===== src/dac_filter_ctrl_pkg.sv =====
package dac_filter_ctrl_pkg;

  // Control word shape
  localparam int WORD_BITS = 16;
  localparam logic [4:0] WORD_BITS_CNT = 5'h10;

  // Register address field and addresses
  localparam int ADDR_HI = 10;
  localparam int ADDR_LO = 9;
  localparam logic [1:0] ADDR_LEFT_ATTEN = 2'h0;
  localparam logic [1:0] ADDR_RIGHT_ATTEN = 2'h1;
  localparam logic [1:0] ADDR_MUTE_FORMAT = 2'h2;
  localparam logic [1:0] ADDR_IFACE_FILTER = 2'h3;

  // Attenuation register fields
  localparam int LOAD_BIT = 8;
  localparam int CODE_HI = 7;
  localparam int CODE_LO = 0;

  // Mute and format register fields
  localparam int MUTE_N_BIT = 0;
  localparam int DEEMPH_BIT = 1;
  localparam int IW_HI = 4;
  localparam int IW_LO = 3;
  localparam int OW_HI = 6;
  localparam int OW_LO = 5;

  // Interface and filter register fields
  localparam int I2S_BIT = 0;
  localparam int POL_BIT = 1;
  localparam int COMMON_BIT = 2;
  localparam int ROLLOFF_BIT = 3;
  localparam int CLKDIV_BIT = 5;
  localparam int SF_HI = 7;
  localparam int SF_LO = 6;

  // Attenuation codes
  localparam logic [7:0] ATTEN_UNITY = 8'hff;
  localparam logic [7:0] ATTEN_SILENT = 8'h00;

  // Word lengths in bits
  localparam logic [4:0] LEN_16 = 5'h10;
  localparam logic [4:0] LEN_18 = 5'h12;
  localparam logic [4:0] LEN_20 = 5'h14;
  localparam logic [4:0] LEN_24 = 5'h18;

  // De-emphasis rate codes
  localparam logic [1:0] SF_44K1 = 2'h0;
  localparam logic [1:0] SF_RESERVED = 2'h1;
  localparam logic [1:0] SF_48K = 2'h2;
  localparam logic [1:0] SF_32K = 2'h3;

  typedef enum logic [1:0] {FMT_STANDARD, FMT_LEFT_JUST, FMT_I2S} in_fmt_t;

endpackage


===== src/dac_filter_control_regs.sv =====
`timescale 1ns/1ps
// Overview of operation
// - Common mode applies the left attenuation code to both channels.
// - Independent mode takes left and right codes from their own fields.
// - Right code gives gain of half dB times code minus 255.
// - Code all ones is unity gain; one below is half dB down.
// - Code zero silences the channel; code one is 127 dB down.
// - Right load updates right level and refreshes left with latest left code.
// - In independent mode, without right load, right output level keeps its applied value.
// - Soft mute bit low mutes both channels, high releases them.
// - De-emphasis bit low disables, high enables de-emphasis.
// - Non-I2S input codes select 16/20/24 standard or 24 left-justified.
// - I2S input codes 00/01 select 16/24 bit; others reserved for host.
// - Output word code selects 16, 18, 20 or 24 bit words.
// - I2S select bit chooses standard/left-justified or I2S input.
// - Polarity bit zero means high is left; one means low is left.
// - Roll-off bit selects sharp at zero, slow at one.
// - Clock divide bit gives crystal rate at zero, half at one.
// - Rate code 00 44.1k, 10 48k, 11 32k; 01 reserved.
// - Control words are 16 bits, most significant bit first.
// - Bits 10 and 9 carry the target register address.
module dac_filter_control_regs (
  input wire logic I_CLK_SYS,
  input wire logic I_SRST,
  input wire logic I_CTRL_LATCH,
  input wire logic I_CTRL_CLK,
  input wire logic I_CTRL_DATA,
  input wire logic I_SAMPLE_STROBE,
  input wire logic I_INPUT_CHAN_CLOCK,
  output logic [7:0] O_LEFT_LEVEL,
  output logic [7:0] O_RIGHT_LEVEL,
  output logic [7:0] O_LEFT_ATTEN_STEPS,
  output logic [7:0] O_RIGHT_ATTEN_STEPS,
  output logic O_LEFT_SILENT,
  output logic O_RIGHT_SILENT,
  output logic O_SOFT_MUTE,
  output logic O_DEEMPH_ENABLE,
  output logic [1:0] O_DEEMPH_RATE_SEL,
  output dac_filter_ctrl_pkg::in_fmt_t O_INPUT_FORMAT,
  output logic [4:0] O_INPUT_WORD_LEN,
  output logic [4:0] O_OUTPUT_WORD_LEN,
  output logic O_CHAN_IS_LEFT,
  output logic O_SLOW_ROLLOFF,
  output logic O_CLKOUT_DIV2
);
  import dac_filter_ctrl_pkg::*;

  logic ctrl_clk_q;
  logic ctrl_latch_q;
  logic [15:0] shift_q;
  logic [4:0] bit_cnt_q;
  logic word_valid;
  logic [1:0] word_addr;
  logic [7:0] left_code_q;
  logic [7:0] pend_left_q;
  logic [7:0] pend_right_q;
  logic mute_n_q;
  logic deemph_q;
  logic [1:0] iw_q;
  logic [1:0] ow_q;
  logic i2s_q;
  logic pol_q;
  logic common_q;
  logic rolloff_q;
  logic clkdiv_q;
  logic [1:0] sf_q;
  logic [7:0] left_next;
  logic [7:0] right_next;

  // Edge history of the serial clock and latch; pins are already synchronous
  always_ff @(posedge I_CLK_SYS) begin
    if (I_SRST) begin
      ctrl_clk_q <= 1'b0;
      ctrl_latch_q <= 1'b0;
    end else begin
      ctrl_clk_q <= I_CTRL_CLK;
      ctrl_latch_q <= I_CTRL_LATCH;
    end
  end

  // Shift in on each serial clock rise, first bit ends up in bit 15
  always_ff @(posedge I_CLK_SYS) begin
    if (I_SRST) begin
      shift_q <= 16'h0000;
    end else if (I_CTRL_CLK && !ctrl_clk_q) begin
      shift_q <= {shift_q[14:0], I_CTRL_DATA};
    end
  end

  // Bit count saturates so a long burst still keeps the last sixteen bits
  always_ff @(posedge I_CLK_SYS) begin
    if (I_SRST) begin
      bit_cnt_q <= 5'h00;
    end else if (I_CTRL_LATCH && !ctrl_latch_q) begin
      bit_cnt_q <= 5'h00;
    end else if (I_CTRL_CLK && !ctrl_clk_q && bit_cnt_q != WORD_BITS_CNT) begin
      bit_cnt_q <= bit_cnt_q + 5'h01;
    end
  end

  // A short word is dropped rather than half-applied
  assign word_valid = I_CTRL_LATCH && !ctrl_latch_q && bit_cnt_q == WORD_BITS_CNT;
  assign word_addr = shift_q[ADDR_HI:ADDR_LO];

  // Left code store; its own load bit also stages the left level
  always_ff @(posedge I_CLK_SYS) begin
    if (I_SRST) begin
      left_code_q <= ATTEN_UNITY;
    end else if (word_valid && word_addr == ADDR_LEFT_ATTEN) begin
      left_code_q <= shift_q[CODE_HI:CODE_LO];
    end
  end

  // Staged levels wait here until the next sample boundary
  always_ff @(posedge I_CLK_SYS) begin
    if (I_SRST) begin
      pend_left_q <= ATTEN_UNITY;
      pend_right_q <= ATTEN_UNITY;
    end else if (word_valid && shift_q[LOAD_BIT]) begin
      if (word_addr == ADDR_RIGHT_ATTEN) begin
        pend_right_q <= shift_q[CODE_HI:CODE_LO];
        pend_left_q <= left_code_q;
      end else if (word_addr == ADDR_LEFT_ATTEN) begin
        pend_left_q <= shift_q[CODE_HI:CODE_LO];
      end
    end
  end

  // Mute and format register
  always_ff @(posedge I_CLK_SYS) begin
    if (I_SRST) begin
      mute_n_q <= 1'b1;
      deemph_q <= 1'b0;
      iw_q <= 2'h0;
      ow_q <= 2'h0;
    end else if (word_valid && word_addr == ADDR_MUTE_FORMAT) begin
      mute_n_q <= shift_q[MUTE_N_BIT];
      deemph_q <= shift_q[DEEMPH_BIT];
      iw_q <= shift_q[IW_HI:IW_LO];
      ow_q <= shift_q[OW_HI:OW_LO];
    end
  end

  // Interface and filter register
  always_ff @(posedge I_CLK_SYS) begin
    if (I_SRST) begin
      i2s_q <= 1'b0;
      pol_q <= 1'b0;
      common_q <= 1'b0;
      rolloff_q <= 1'b0;
      clkdiv_q <= 1'b0;
      sf_q <= SF_44K1;
    end else if (word_valid && word_addr == ADDR_IFACE_FILTER) begin
      i2s_q <= shift_q[I2S_BIT];
      pol_q <= shift_q[POL_BIT];
      common_q <= shift_q[COMMON_BIT];
      rolloff_q <= shift_q[ROLLOFF_BIT];
      clkdiv_q <= shift_q[CLKDIV_BIT];
      sf_q <= shift_q[SF_HI:SF_LO];
    end
  end

  // Common mode steers the left code onto both attenuators
  assign left_next = pend_left_q;
  assign right_next = common_q ? pend_left_q : pend_right_q;

  // Gains change only on the sample strobe, so no sample sees a torn value
  always_ff @(posedge I_CLK_SYS) begin
    if (I_SRST) begin
      O_LEFT_LEVEL <= ATTEN_UNITY;
      O_RIGHT_LEVEL <= ATTEN_UNITY;
      O_LEFT_ATTEN_STEPS <= 8'h00;
      O_RIGHT_ATTEN_STEPS <= 8'h00;
      O_LEFT_SILENT <= 1'b0;
      O_RIGHT_SILENT <= 1'b0;
      O_SOFT_MUTE <= 1'b0;
    end else if (I_SAMPLE_STROBE) begin
      O_LEFT_LEVEL <= left_next;
      O_RIGHT_LEVEL <= right_next;
      O_LEFT_ATTEN_STEPS <= ATTEN_UNITY - left_next;
      O_RIGHT_ATTEN_STEPS <= ATTEN_UNITY - right_next;
      O_LEFT_SILENT <= left_next == ATTEN_SILENT;
      O_RIGHT_SILENT <= right_next == ATTEN_SILENT;
      O_SOFT_MUTE <= !mute_n_q;
    end
  end

  // Static selections; a reserved rate or input code keeps the last good one
  always_ff @(posedge I_CLK_SYS) begin
    if (I_SRST) begin
      O_DEEMPH_ENABLE <= 1'b0;
      O_DEEMPH_RATE_SEL <= SF_44K1;
      O_OUTPUT_WORD_LEN <= LEN_16;
      O_CHAN_IS_LEFT <= 1'b0;
      O_SLOW_ROLLOFF <= 1'b0;
      O_CLKOUT_DIV2 <= 1'b0;
    end else begin
      O_DEEMPH_ENABLE <= deemph_q;
      if (sf_q != SF_RESERVED) begin
        O_DEEMPH_RATE_SEL <= sf_q;
      end
      unique case (ow_q)
        2'h0: O_OUTPUT_WORD_LEN <= LEN_16;
        2'h1: O_OUTPUT_WORD_LEN <= LEN_18;
        2'h2: O_OUTPUT_WORD_LEN <= LEN_20;
        2'h3: O_OUTPUT_WORD_LEN <= LEN_24;
      endcase
      O_CHAN_IS_LEFT <= I_INPUT_CHAN_CLOCK ^ pol_q;
      O_SLOW_ROLLOFF <= rolloff_q;
      O_CLKOUT_DIV2 <= clkdiv_q;
    end
  end

  // Input format decode from the two registers together
  always_ff @(posedge I_CLK_SYS) begin
    if (I_SRST) begin
      O_INPUT_FORMAT <= FMT_STANDARD;
      O_INPUT_WORD_LEN <= LEN_16;
    end else if (!i2s_q) begin
      O_INPUT_FORMAT <= (iw_q == 2'h3) ? FMT_LEFT_JUST : FMT_STANDARD;
      unique case (iw_q)
        2'h0: O_INPUT_WORD_LEN <= LEN_16;
        2'h1: O_INPUT_WORD_LEN <= LEN_20;
        2'h2: O_INPUT_WORD_LEN <= LEN_24;
        2'h3: O_INPUT_WORD_LEN <= LEN_24;
      endcase
    end else if (!iw_q[1]) begin
      O_INPUT_FORMAT <= FMT_I2S;
      O_INPUT_WORD_LEN <= iw_q[0] ? LEN_24 : LEN_16;
    end
  end
endmodule


===== config.mk =====
export PLATFORM = sky130hd
export DESIGN_NAME = dac_filter_control_regs
export DESIGN_NICKNAME = d
export VERILOG_FILES = /design/src/dac_filter_ctrl_pkg.sv /design/src/dac_filter_control_regs.sv
export SDC_FILE = /design/constraint.sdc
export NUM_CORES = 1
export LEC_CHECK = 0
export BUFFER_PORTS_ARGS = -buffer_cell sky130_fd_sc_hd__buf_2
export CAP_MARGIN = 20
export CORE_ASPECT_RATIO = 0.9
export CORE_MARGIN = 2
export CORE_UTILIZATION = 45
export CTS_BUF_LIST = sky130_fd_sc_hd__clkbuf_8
export CTS_CLUSTER_DIAMETER = 30
export DETAILED_ROUTE_END_ITERATION = 8
export GPL_ROUTABILITY_DRIVEN = 1
export PLACE_DENSITY = 0.71
export SETUP_SLACK_MARGIN = 0.2
export SYNTH_ARGS = -nofsm -noshare
export SYNTH_HDL_FRONTEND = slang
export SYNTH_SLANG_ARGS = --single-unit

===== constraint.sdc =====
create_clock -name I_CLK_SYS -period 4.4 [get_ports I_CLK_SYS]
set_input_delay 0.88 -clock I_CLK_SYS [delete_from_list [all_inputs] [get_ports I_CLK_SYS]]
set_output_delay 0.88 -clock I_CLK_SYS [all_outputs]
set_load 0.01 [all_outputs]

==> results.py, run 1 <==
metrics = {
    "outcome": {
        "status": "complete, no violations",
    },
    "floorplan": {
        "core_um2": 8530,
        "dieArea_um2": 9510,
        "num_rows": 32,
        "die_h_um": 92.7,
        "die_x_um": 103,
        "num_io_pins": 60,
        "start_util_pct": 46.1,
    },
    "timing": {
        "rsz0062_at_grt": "false",
        "skew_ps": 8.27,
        "finalHoldViolations": 0,
        "min_period_over_period_pct": 51.9,
        "drv_slew": 0,
        "worstMarginPinSlew_ps": 1080,
        "max_freq_ghz": 0.438,
        "fin_setup_tns_ps": 0,
        "finalSetupViolations": 0,
        "relSlewSlack_pct": 28.0,
        "min_period_ps": 2280,
    },
    "setup_path": {
        "path_buf_inv": 0,
        "crit_chain": "nor2b_1 > nand4_2 > a211o_1",
        "cp_slowest_cell": "nor2b_1",
        "cp-start-kind": "flop",
        "endpoint_kind": "flop",
        "critPathMaxFanout": 16,
        "slowest_delay_ps": 870,
        "crit_required_ps": 4660,
        "arrival_ps": 2550,
        "cp_top_family": "simple AND/OR/NAND/NOR gates",
        "worstSetupPathType": "reg2reg",
    },
    "grt": {
        "grt_overflow_total": 0,
        "grt_pass1_wl_um": 12500,
        "grt_pass1_vias": 2654,
        "grt_max_degree": 67,
        "antenna_found_initial": 0,
        "grt_usage_pct": 16.6,
    },
    "placed_design": {
        "io_buffers": 54,
        "gp_congestion": 0.743,
        "dp_hpwl_um": 4910,
        "dpl-instance-area_um2": 4210,
    },
    "final_layout": {
        "layout_common_cells": "103 x dfxtp_1, 54 x buf_2, 42 x nor2_1",
        "num-nets-final": 458,
        "drive_above_1_share_pct": 17.6,
        "diodes": 0,
        "area_delta_synth_final_pct": 12.6,
        "final_common_cell": "dfxtp_1",
        "fin_area_um2": 4430,
    },
    "power": {
        "power.total_mw": 1.60,
        "worst_ir_drop_vdd_mv": 0.182,
        "p_per_area_nw_per_um2": 361,
        "leakage_nw": 1.72,
        "pwr-share-clk_pct": 36.7,
        "p_comb_share_pct": 4.0,
        "p_int_mw": 1.23,
        "switchingPower_mw": 0.372,
        "swShare_pct": 23.3,
        "seq_power_share_pct": 59.3,
    },
    "clock_tree": {
        "ctsResizeCount": 0,
        "clkLatencyLatePin_ps": 370,
        "cts_root_buf": "clkbuf_8",
        "clockBufferDepth": 2,
        "cts_buffers": 9,
        "cts.clk_slew.worst_paths_ps": 100,
        "clkSinkCount": 103,
        "tritoncts": "done",
        "postCtsSetupRepairBufs": 0,
        "htreeDepth": 3,
        "cts_hold_buffers": 0,
    },
    "logic_synthesis": {
        "seq_area_frac_synth_pct": 52.4,
        "synth_warnings": 0,
        "yosys-top-cells-area": "dfxtp_1 52%, mux2i_1 7.4%, a211o_1 5.6%",
        "synth_top_area_share_pct": 52.4,
        "synth_cells": 409,
        "synth_area_per_cell_um2": 9.62,
        "synth_area_leader_cell": "dfxtp_1",
        "syn_area_um2": 3940,
        "netlist-cell-type-count": 42,
        "synth-seq-cells": 103,
    },
    "routing": {
        "drtPass1Iterations": 4,
        "antenna_left": 0,
        "post_drt_wl_per_cell_um": 13.0,
        "drc": 0,
        "routed_wl_um": 7470,
        "via_per_inst": 4.92,
        "vias": 2818,
        "drtIter0Drc": 113,
    },
    "run": {
        "maxCapViolCount": 0,
    },
    "worst_hold_path": {
        "hold_class": "reg2reg",
    },
}
[per-stage QoR]
stage | instances | worst slack, ps | util [%] | hold WS, ps
after floorplan | 412 | 2450 | - | 417
after global placement | 556 | 1930 | 49.4 | 433
after detailed placement | 556 | 1880 | 49.4 | 436
after CTS | 572 | 2110 | 51.7 | 463
after global routing | 573 | 1960 | 52.0 | 482
final | 573 | 2120 | 52.0 | 458
[final timing paths]
| path | startpoint | end | slack [ps] | depth (start not counted) |
|---|---|---|---|---|
| hold / removal | O_LEFT_LEVEL[3]$_SDFFE_PP1P_ | O_LEFT_LEVEL[3]$_SDFFE_PP1P_ | 460 | 2 |
| hold reg to reg | O_LEFT_LEVEL[3]$_SDFFE_PP1P_ | O_LEFT_LEVEL[3]$_SDFFE_PP1P_ | 460 | 2 |
| setup / recovery | shift_q[9]$_SDFFE_PP0P_ | pend_right_q[5]$_SDFFE_PP1P_ | 2120 | 3 |
| setup reg to reg | shift_q[9]$_SDFFE_PP0P_ | pend_right_q[5]$_SDFFE_PP1P_ | 2120 | 3 |
[logic make-up (layout without fill, tap and decap cells)]
family | Yosys count | after routing | share of synthesized area, %
AO/OA/AOI/OAI | 88 | 88 | 14.3
XOR/XNOR | 5 | 5 | 1.11
adder cells (fa/ha/maj) | 2 | 2 | 0.636
buffers and inverters | 50 | 92 | 5.95
flip-flops | 103 | 103 | 52.4
multiplexers | 29 | 29 | 7.38
other | 2 | 5 | 0.191
AND/OR/NAND/NOR | 130 | 130 | 18.0
[state kept, by name, indices dropped and copies added (netlist names), 8 cells and up]
register,flops
shift_q,11
O_LEFT_ATTEN_STEPS,8
O_LEFT_LEVEL,8
O_RIGHT_ATTEN_STEPS,8
O_RIGHT_LEVEL,8
left_code_q,8
left_next,8
pend_right_q,8
[worst register-to-register path, cell delays in order, from the launching register on]
cell and delay (ps):
dfxtp_1 400, nor2b_1 870, nand4_2 500, a211o_1 430
[cell type report]
class	count	area (µm²)
well taps	119	149
fillers	778	4100
inverters	20	75.1
clock buffers	9	124
multi-input cells	259	1650
flip-flops and latches	103	2060
repair buffers	56	298
clock inverters	7	73.8
[synthesized netlist by cell type (all sizes together)]
master / n
a211oi: 2
and4: 1
nand2b: 18
and4bb: 2
a211o: 25
nor2: 42
or4b: 1
o21a: 8
clkbuf: 16
xor2: 2
a31oi: 1
nor4: 1
nand3b: 1
or2: 1
nand2: 31
conb: 2
o21ai: 19
ha: 2
a22oi: 1
and2b: 1
nand4: 4
and3b: 1
dfxtp: 103
nor2b: 15
buf: 14
or3b: 1
inv: 20
nor3: 2
xnor2: 3
mux2i: 29
nor3b: 6
nand4b: 2
a21oi: 32
[power groups by stage]
stage / Clock, mW / Combinational [mW] / Sequential [mW]
floorplan: 0 / 0.0436 / 0.974
global placement: 0 / 0.0604 / 0.971
detailed placement: 0 / 0.0623 / 0.971
CTS: 0.601 / 0.0624 / 0.949
global route: 0.644 / 0.0723 / 0.951
finish: 0.588 / 0.0638 / 0.949
[per-layer routing]
layer / vias up / GRT usage (%) / part of all wire (%) / wire (µm)
met5: - / 0 / 0 / 0
met4: 0 / 5.67 / 1.5 / 112
met3: 9 / 4.45 / 3.5 / 263
met2: 44 / 24.9 / 43 / 3230
met1: 1313 / 23.0 / 52 / 3860
li1: 1452 / - / - / -
Note: power is estimated with default switching activity, not from simulation.
==> run 2: changes to the inputs <==
--- a/config.mk
+++ b/config.mk
@@ -14,7 +14,7 @@
 export CTS_CLUSTER_DIAMETER = 30
 export DETAILED_ROUTE_END_ITERATION = 8
 export GPL_ROUTABILITY_DRIVEN = 1
-export PLACE_DENSITY = 0.71
+export PLACE_DENSITY = 0.73
 export SETUP_SLACK_MARGIN = 0.2
 export SYNTH_ARGS = -nofsm -noshare
 export SYNTH_HDL_FRONTEND = slang
==> constraint.sdc (replaced) <==
create_clock -name I_CLK_SYS -period 1.85 [get_ports I_CLK_SYS]
set_input_delay 0.37 -clock I_CLK_SYS [delete_from_list [all_inputs] [get_ports I_CLK_SYS]]
set_output_delay 0.37 -clock I_CLK_SYS [all_outputs]
set_load 0.01 [all_outputs]
==> run 2 against run 1 <==
- critical path depth is 3 higher
- global-route usage is 0.24 points lower
- critical path type unchanged
- non-clock buffer count increased by 11
- wire length rose by 4.0%
- via count grew 3.9%
- clock skew rose by 1.0 ps
- largest power group unchanged
- die area unchanged
- total power is 140% higher
==> results.py, run 2 (synthesis gave the netlist of run 1 again) <==
metrics = {
    "final_layout": {
        "drive_above_1_share_pct": 22.0,
        "area_delta_synth_final_pct": 17.6,
        "final_common_cell": "dfxtp_1",
        "regMostFlops": "shift_q",
        "num-nets-final": 472,
        "largest_reg_flops": 11,
        "layout_common_cells": "100 x dfxtp_1, 54 x buf_2, 42 x nor2_1",
        "diodes": 0,
    },
    "setup_path": {
        "crit_required_ps": 2110,
        "arrival_ps": 1870,
        "crit_chain": "inv_2 > ha_2 > and4bb_4 > buf_4 > and4bb_2 > a211o_1",
        "endpoint_kind": "flop",
        "path_buf_inv": 2,
        "cp_slowest_cell": "dfxtp_2",
        "cp-start-kind": "flop",
        "slowest_delay_ps": 360,
        "worstSetupPathType": "reg2reg",
        "cp_top_family": "simple AND/OR/NAND/NOR gates",
        "critPathMaxFanout": 8,
    },
    "clock_tree": {
        "clkLatencyLatePin_ps": 370,
        "clkSinkCount": 103,
        "cts.clk_slew.worst_paths_ps": 100,
        "htreeDepth": 3,
        "clockBufferDepth": 2,
        "cts_root_buf": "clkbuf_8",
        "tritoncts": "done",
        "cts_buffers": 9,
    },
    "power": {
        "worst_ir_drop_vdd_mv": 0.343,
        "leakage_nw": 1.84,
        "p_per_area_nw_per_um2": 824,
    },
    "floorplan": {
        "core_um2": 8530,
        "die_h_um": 92.7,
        "num_io_pins": 60,
        "num_rows": 32,
        "dieArea_um2": 9510,
        "die_x_um": 103,
        "start_util_pct": 46.1,
    },
    "timing": {
        "min_period_ps": 1620,
        "hold_ws_ps": 238,
        "min_period_over_period_pct": 87.4,
        "skew_ps": 9.32,
        "worstMarginPinSlew_ps": 757,
        "relSlewSlack_pct": 49.5,
        "rsz0062_at_grt": "true",
        "finalSetupViolations": 0,
        "drv_slew": 0,
        "finalHoldViolations": 0,
        "fin_setup_tns_ps": 0,
        "max_freq_ghz": 0.619,
    },
    "worst_hold_path": {
        "hold_class": "in2reg",
    },
    "grt": {
        "antenna_found_initial": 0,
        "grt_pass1_vias": 2536,
        "grt_usage_pct": 16.4,
        "grt_max_degree": 54,
        "grt_overflow_total": 0,
        "grt_pass1_wl_um": 12300,
    },
    "routing": {
        "route.met3.wl_um": 331,
        "drtPass1Iterations": 4,
        "drtIter0Drc": 176,
        "routed_wl_um": 7760,
        "antenna_left": 0,
        "vias": 2927,
        "post_drt_wl_per_cell_um": 13.2,
        "top_layer": "met4",
        "dr_wl_met2_um": 3490,
        "routedLengthMet1_um": 3840,
        "via_per_inst": 4.99,
        "drc": 0,
    },
    "placed_design": {
        "gp_congestion": 0.788,
        "dp_hpwl_um": 5020,
        "io_buffers": 54,
    },
    "run": {
        "maxCapViolCount": 0,
    },
    "outcome": {
        "status": "complete, no violations",
    },
}
==> run 2: cell types whose count changed in the layout (fill, tap and decap cells not counted), sizes merged <==
cell    previous run  this run
buf               56        67
and4bb             2         3
clkinv             2         1
inv               22        23
nand4              4         5
nand4b             2         3
==> run 2: power by group <==
group,total (mW),internal (mW),leakage (nW),switching [mW]
combinational,0.167,0.0596,0.905,0.108
sequential,2.26,2.24,0.837,0.0145
clock,1.39,0.628,0.0974,0.764
total,3.82,2.93,1.84,0.886
==> run 2: metal layers <==
metal	vias to the layer above	track usage (%)
met5	-	0
met4	0	5.67
met3	9	3.70
met2	59	24.8
met1	1374	22.8
li1	1485	-
==> run 2: worst register-to-register path, stage by stage (launching register included) <==
cell and delay [ps]:
dfxtp_2 360, inv_2 40, ha_2 150, and4bb_4 220
buf_4 140, and4bb_2 290, a211o_1 310
==> run 2: per-stage QoR <==
stage | total power, mW | instances | worst slack [ps] | instance area [µm²] | util (%)
floorplan | 2.42 | 412 | 204 | 3950 | -
global placement | 2.46 | 565 | 72.5 | 4310 | 50.5
detailed placement | 2.47 | 565 | 5.65 | 4310 | 50.5
CTS | 3.84 | 583 | 169 | 4540 | 53.3
global route | 3.97 | 587 | 172 | 4630 | 54.3
finish | 3.82 | 587 | 234 | 4630 | 54.3
==> run 2: repair_timing <==
item | in CTS | in global routing
setup buffers | 1 | 2
gates resized for setup | 5 | 13
endpoints found under the setup margin | 31 | 36
pin swaps | 0 | 8
gates cloned | 1 | 2
hold buffers | 0 | 0
==> run 2: layout make-up <==
class,count,area [µm²]
clock buffers,9,124
clock inverters,7,71.3
fillers,766,3900
inverters,20,75.1
multi-input cells,262,1740
flip-flops and latches,103,2070
well taps,119,149
repair buffers,67,400
==> run 2: path summary, 6_finish.rpt <==
kind                                                start                           to  slack, ps  cells past startpoint
worst max-delay path            bit_cnt_q[1]$_SDFFE_PP0P_  left_code_q[3]$_SDFFE_PP1P_        230                      6
worst min-delay path                   I_INPUT_CHAN_CLOCK    O_CHAN_IS_LEFT$_SDFF_PP0_        240                      3
worst max register to register  bit_cnt_q[1]$_SDFFE_PP0P_  left_code_q[3]$_SDFFE_PP1P_        230                      6
worst min register to register      mute_n_q$_SDFFE_PP1P_     O_SOFT_MUTE$_SDFFE_PP0P_        460                      1
==> run 3: changes to the inputs <==
--- a/config.mk
+++ b/config.mk
@@ -5,16 +5,17 @@
 export SDC_FILE = /design/constraint.sdc
 export NUM_CORES = 1
 export LEC_CHECK = 0
+export ABC_AREA = 0
 export BUFFER_PORTS_ARGS = -buffer_cell sky130_fd_sc_hd__buf_2
 export CAP_MARGIN = 20
 export CORE_ASPECT_RATIO = 0.9
 export CORE_MARGIN = 2
-export CORE_UTILIZATION = 45
+export CORE_UTILIZATION = 54
 export CTS_BUF_LIST = sky130_fd_sc_hd__clkbuf_8
 export CTS_CLUSTER_DIAMETER = 30
 export DETAILED_ROUTE_END_ITERATION = 8
 export GPL_ROUTABILITY_DRIVEN = 1
-export PLACE_DENSITY = 0.73
+export PLACE_DENSITY = 0.81
 export SETUP_SLACK_MARGIN = 0.2
 export SYNTH_ARGS = -nofsm -noshare
 export SYNTH_HDL_FRONTEND = slang
==> constraint.sdc (replaced) <==
create_clock -name I_CLK_SYS -period 1.7 [get_ports I_CLK_SYS]
set_input_delay 0.34 -clock I_CLK_SYS [delete_from_list [all_inputs] [get_ports I_CLK_SYS]]
set_output_delay 0.34 -clock I_CLK_SYS [all_outputs]
set_load 0.01 [all_outputs]
==> run 3 against run 2 <==
- largest power group unchanged
- cell area rose by 0.65%
- non-clock buffer count rose by 11
- critical endpoint is now left_code_q[1]$_SDFFE_PP1P_
- wire length rose by 5.2%
- fmax rose by 0.78%
==> results.py, run 3 (synthesis gave the netlist of run 1 again) <==
metrics = {
    "run": {
        "maxCapViolCount": 0,
    },
    "floorplan": {
        "dieArea_um2": 7990,
        "core_um2": 7040,
        "num_io_pins": 60,
        "die_h_um": 85.0,
        "start_util_pct": 55.9,
        "die_x_um": 94.0,
        "num_rows": 29,
    },
    "clock_tree": {
        "cts_buffers": 9,
        "clkLatencyLatePin_ps": 370,
        "clockBufferDepth": 2,
        "tritoncts": "done",
        "htreeDepth": 3,
        "clkSinkCount": 103,
        "cts_root_buf": "clkbuf_8",
        "cts_hold_buffers": 0,
        "cts.clk_slew.worst_paths_ps": 90,
    },
    "final_layout": {
        "fin_util_pct": 66.2,
        "diodes": 0,
        "layout_common_cells": "97 x dfxtp_1, 54 x buf_2, 41 x nor2_1",
        "num-nets-final": 482,
        "fin_cells": 569,
        "regMostFlops": "shift_q",
        "fin_area_um2": 4660,
        "largest_reg_flops": 11,
        "final_common_cell": "dfxtp_1",
        "drive_above_1_share_pct": 24.8,
        "area_delta_synth_final_pct": 18.4,
    },
    "power": {
        "p_per_area_nw_per_um2": 882,
        "worst_ir_drop_vdd_mv": 0.696,
        "leakage_nw": 1.91,
    },
    "placed_design": {
        "gp_congestion": 0.798,
        "dpl-instance-area_um2": 4340,
        "dpl.cell_count": 547,
        "io_buffers": 54,
        "dp_hpwl_um": 5370,
    },
    "timing": {
        "min_period_over_period_pct": 94.3,
        "max_freq_ghz": 0.624,
        "finalSetupViolations": 0,
        "skew_ps": 14.0,
        "rsz0062_at_grt": "true",
        "finalHoldViolations": 0,
        "relSlewSlack_pct": 50.3,
        "drv_slew": 0,
        "worstMarginPinSlew_ps": 746,
        "min_period_ps": 1600,
    },
    "grt": {
        "antenna_found_initial": 0,
        "grt_pass1_vias": 2858,
        "grt_pass1_wl_um": 13000,
        "grt_max_degree": 54,
        "grt_overflow_total": 0,
        "grt_usage_pct": 20.6,
    },
    "setup_path": {
        "cp_slowest_cell": "and4bb_4",
        "slowest_delay_ps": 360,
        "critPathMaxFanout": 7,
        "crit_chain": "inv_2 > ha_4 > and4bb_4 > and4bb_4 > nor2b_1 > a211o_1",
        "arrival_ps": 1860,
        "crit_required_ps": 1950,
        "cp-start-kind": "flop",
        "timing.rr.end": "left_code_q[1]$_SDFFE_PP1P_",
        "endpoint_kind": "flop",
        "worstSetupPathType": "reg2reg",
        "reg2reg_slack_ps": 100,
        "critical_path.endpoint": "left_code_q[1]$_SDFFE_PP1P_",
        "ff2ff_path_depth": 6,
        "r2r_start": "bit_cnt_q[1]$_SDFFE_PP0P_",
        "crit_top_cell": "and4bb_4",
        "crit_start": "bit_cnt_q[1]$_SDFFE_PP0P_",
    },
    "routing": {
        "drtIter0Drc": 115,
        "routed_wl_um": 8170,
        "antenna_left": 0,
        "vias": 3047,
        "drc": 0,
        "drtPass1Iterations": 4,
        "post_drt_wl_per_cell_um": 14.4,
        "via_per_inst": 5.36,
    },
    "outcome": {
        "status": "complete, no violations",
    },
    "worst_hold_path": {
        "hold_class": "in2reg",
        "min_from": "I_CTRL_CLK",
    },
}
[run 3: cell types whose count changed in the layout (fill, tap and decap cells not counted), sizes merged]
cell	previous run	this run
nand4	5	4
inv	23	21
buf	67	78
[run 3: per-stage QoR]
stage / TNS, ps / power [mW] / hold WS (ps) / setup WS, ps
final: 0 / 4.11 / 206 / 96.5
after global routing: 0 / 4.24 / 218 / 44.6
after CTS: 0 / 4.13 / 195 / 155
after detailed placement: -184 / 2.69 / 440 / -36.1
after global placement: 0 / 2.68 / 432 / 27.7
after floorplan: 0 / 2.63 / 417 / 96.5
[run 3: metal layers]
metal | GRT usage (%) | vias up | wire length (µm)
li1 | - | 1503 | -
met1 | 25.7 | 1453 | 3710
met2 | 33.7 | 74 | 3880
met3 | 5.86 | 17 | 400
met4 | 8.04 | 0 | 173
met5 | 0 | - | 0
[run 3: where the power goes]
group          switching [mW]  internal (mW)
Sequential             0.0175           2.44
Combinational           0.118         0.0637
Clock                   0.804          0.667
Total                   0.939           3.17
[run 3: layout make-up]
cell class	count	area [µm²]
sequential	103	2070
inverter	20	75.1
tap	93	116
clock inverter	5	58.8
clock buffer	9	124
multi-input combinational	261	1740
fill	561	2380
timing repair buffer	78	470
[run 3: worst max-delay path: cells and delay by family (launching register included)]
family | cells | cell delay (ps)
fa+ha+maj | 1 | 120
simple gates | 3 | 730
compound gates | 1 | 260
flops | 1 | 330
buf+inv | 1 | 60
[run 3: worst min path at each step]
stage / end / slack [ps] / cells past startpoint
2_1_floorplan: O_SOFT_MUTE$_SDFFE_PP0P_ / 420 / 1
3_3_place_gp: O_SOFT_MUTE$_SDFFE_PP0P_ / 430 / 1
3_5_place_dp: O_LEFT_ATTEN_STEPS[0]$_SDFFE_PP0P_ / 440 / 1
4_1_cts: ctrl_clk_q$_SDFF_PP0_ / 200 / 2
5_1_grt: ctrl_latch_q$_SDFF_PP0_ / 220 / 2
6_report: ctrl_clk_q$_SDFF_PP0_ / 210 / 2
[run 3: what timing repair did]
item,4_1_cts,5_1_grt
gates resized for setup,10,9
gates cloned,2,0
setup endpoints to repair,39,37
setup buffers,4,2
pin swaps,7,6
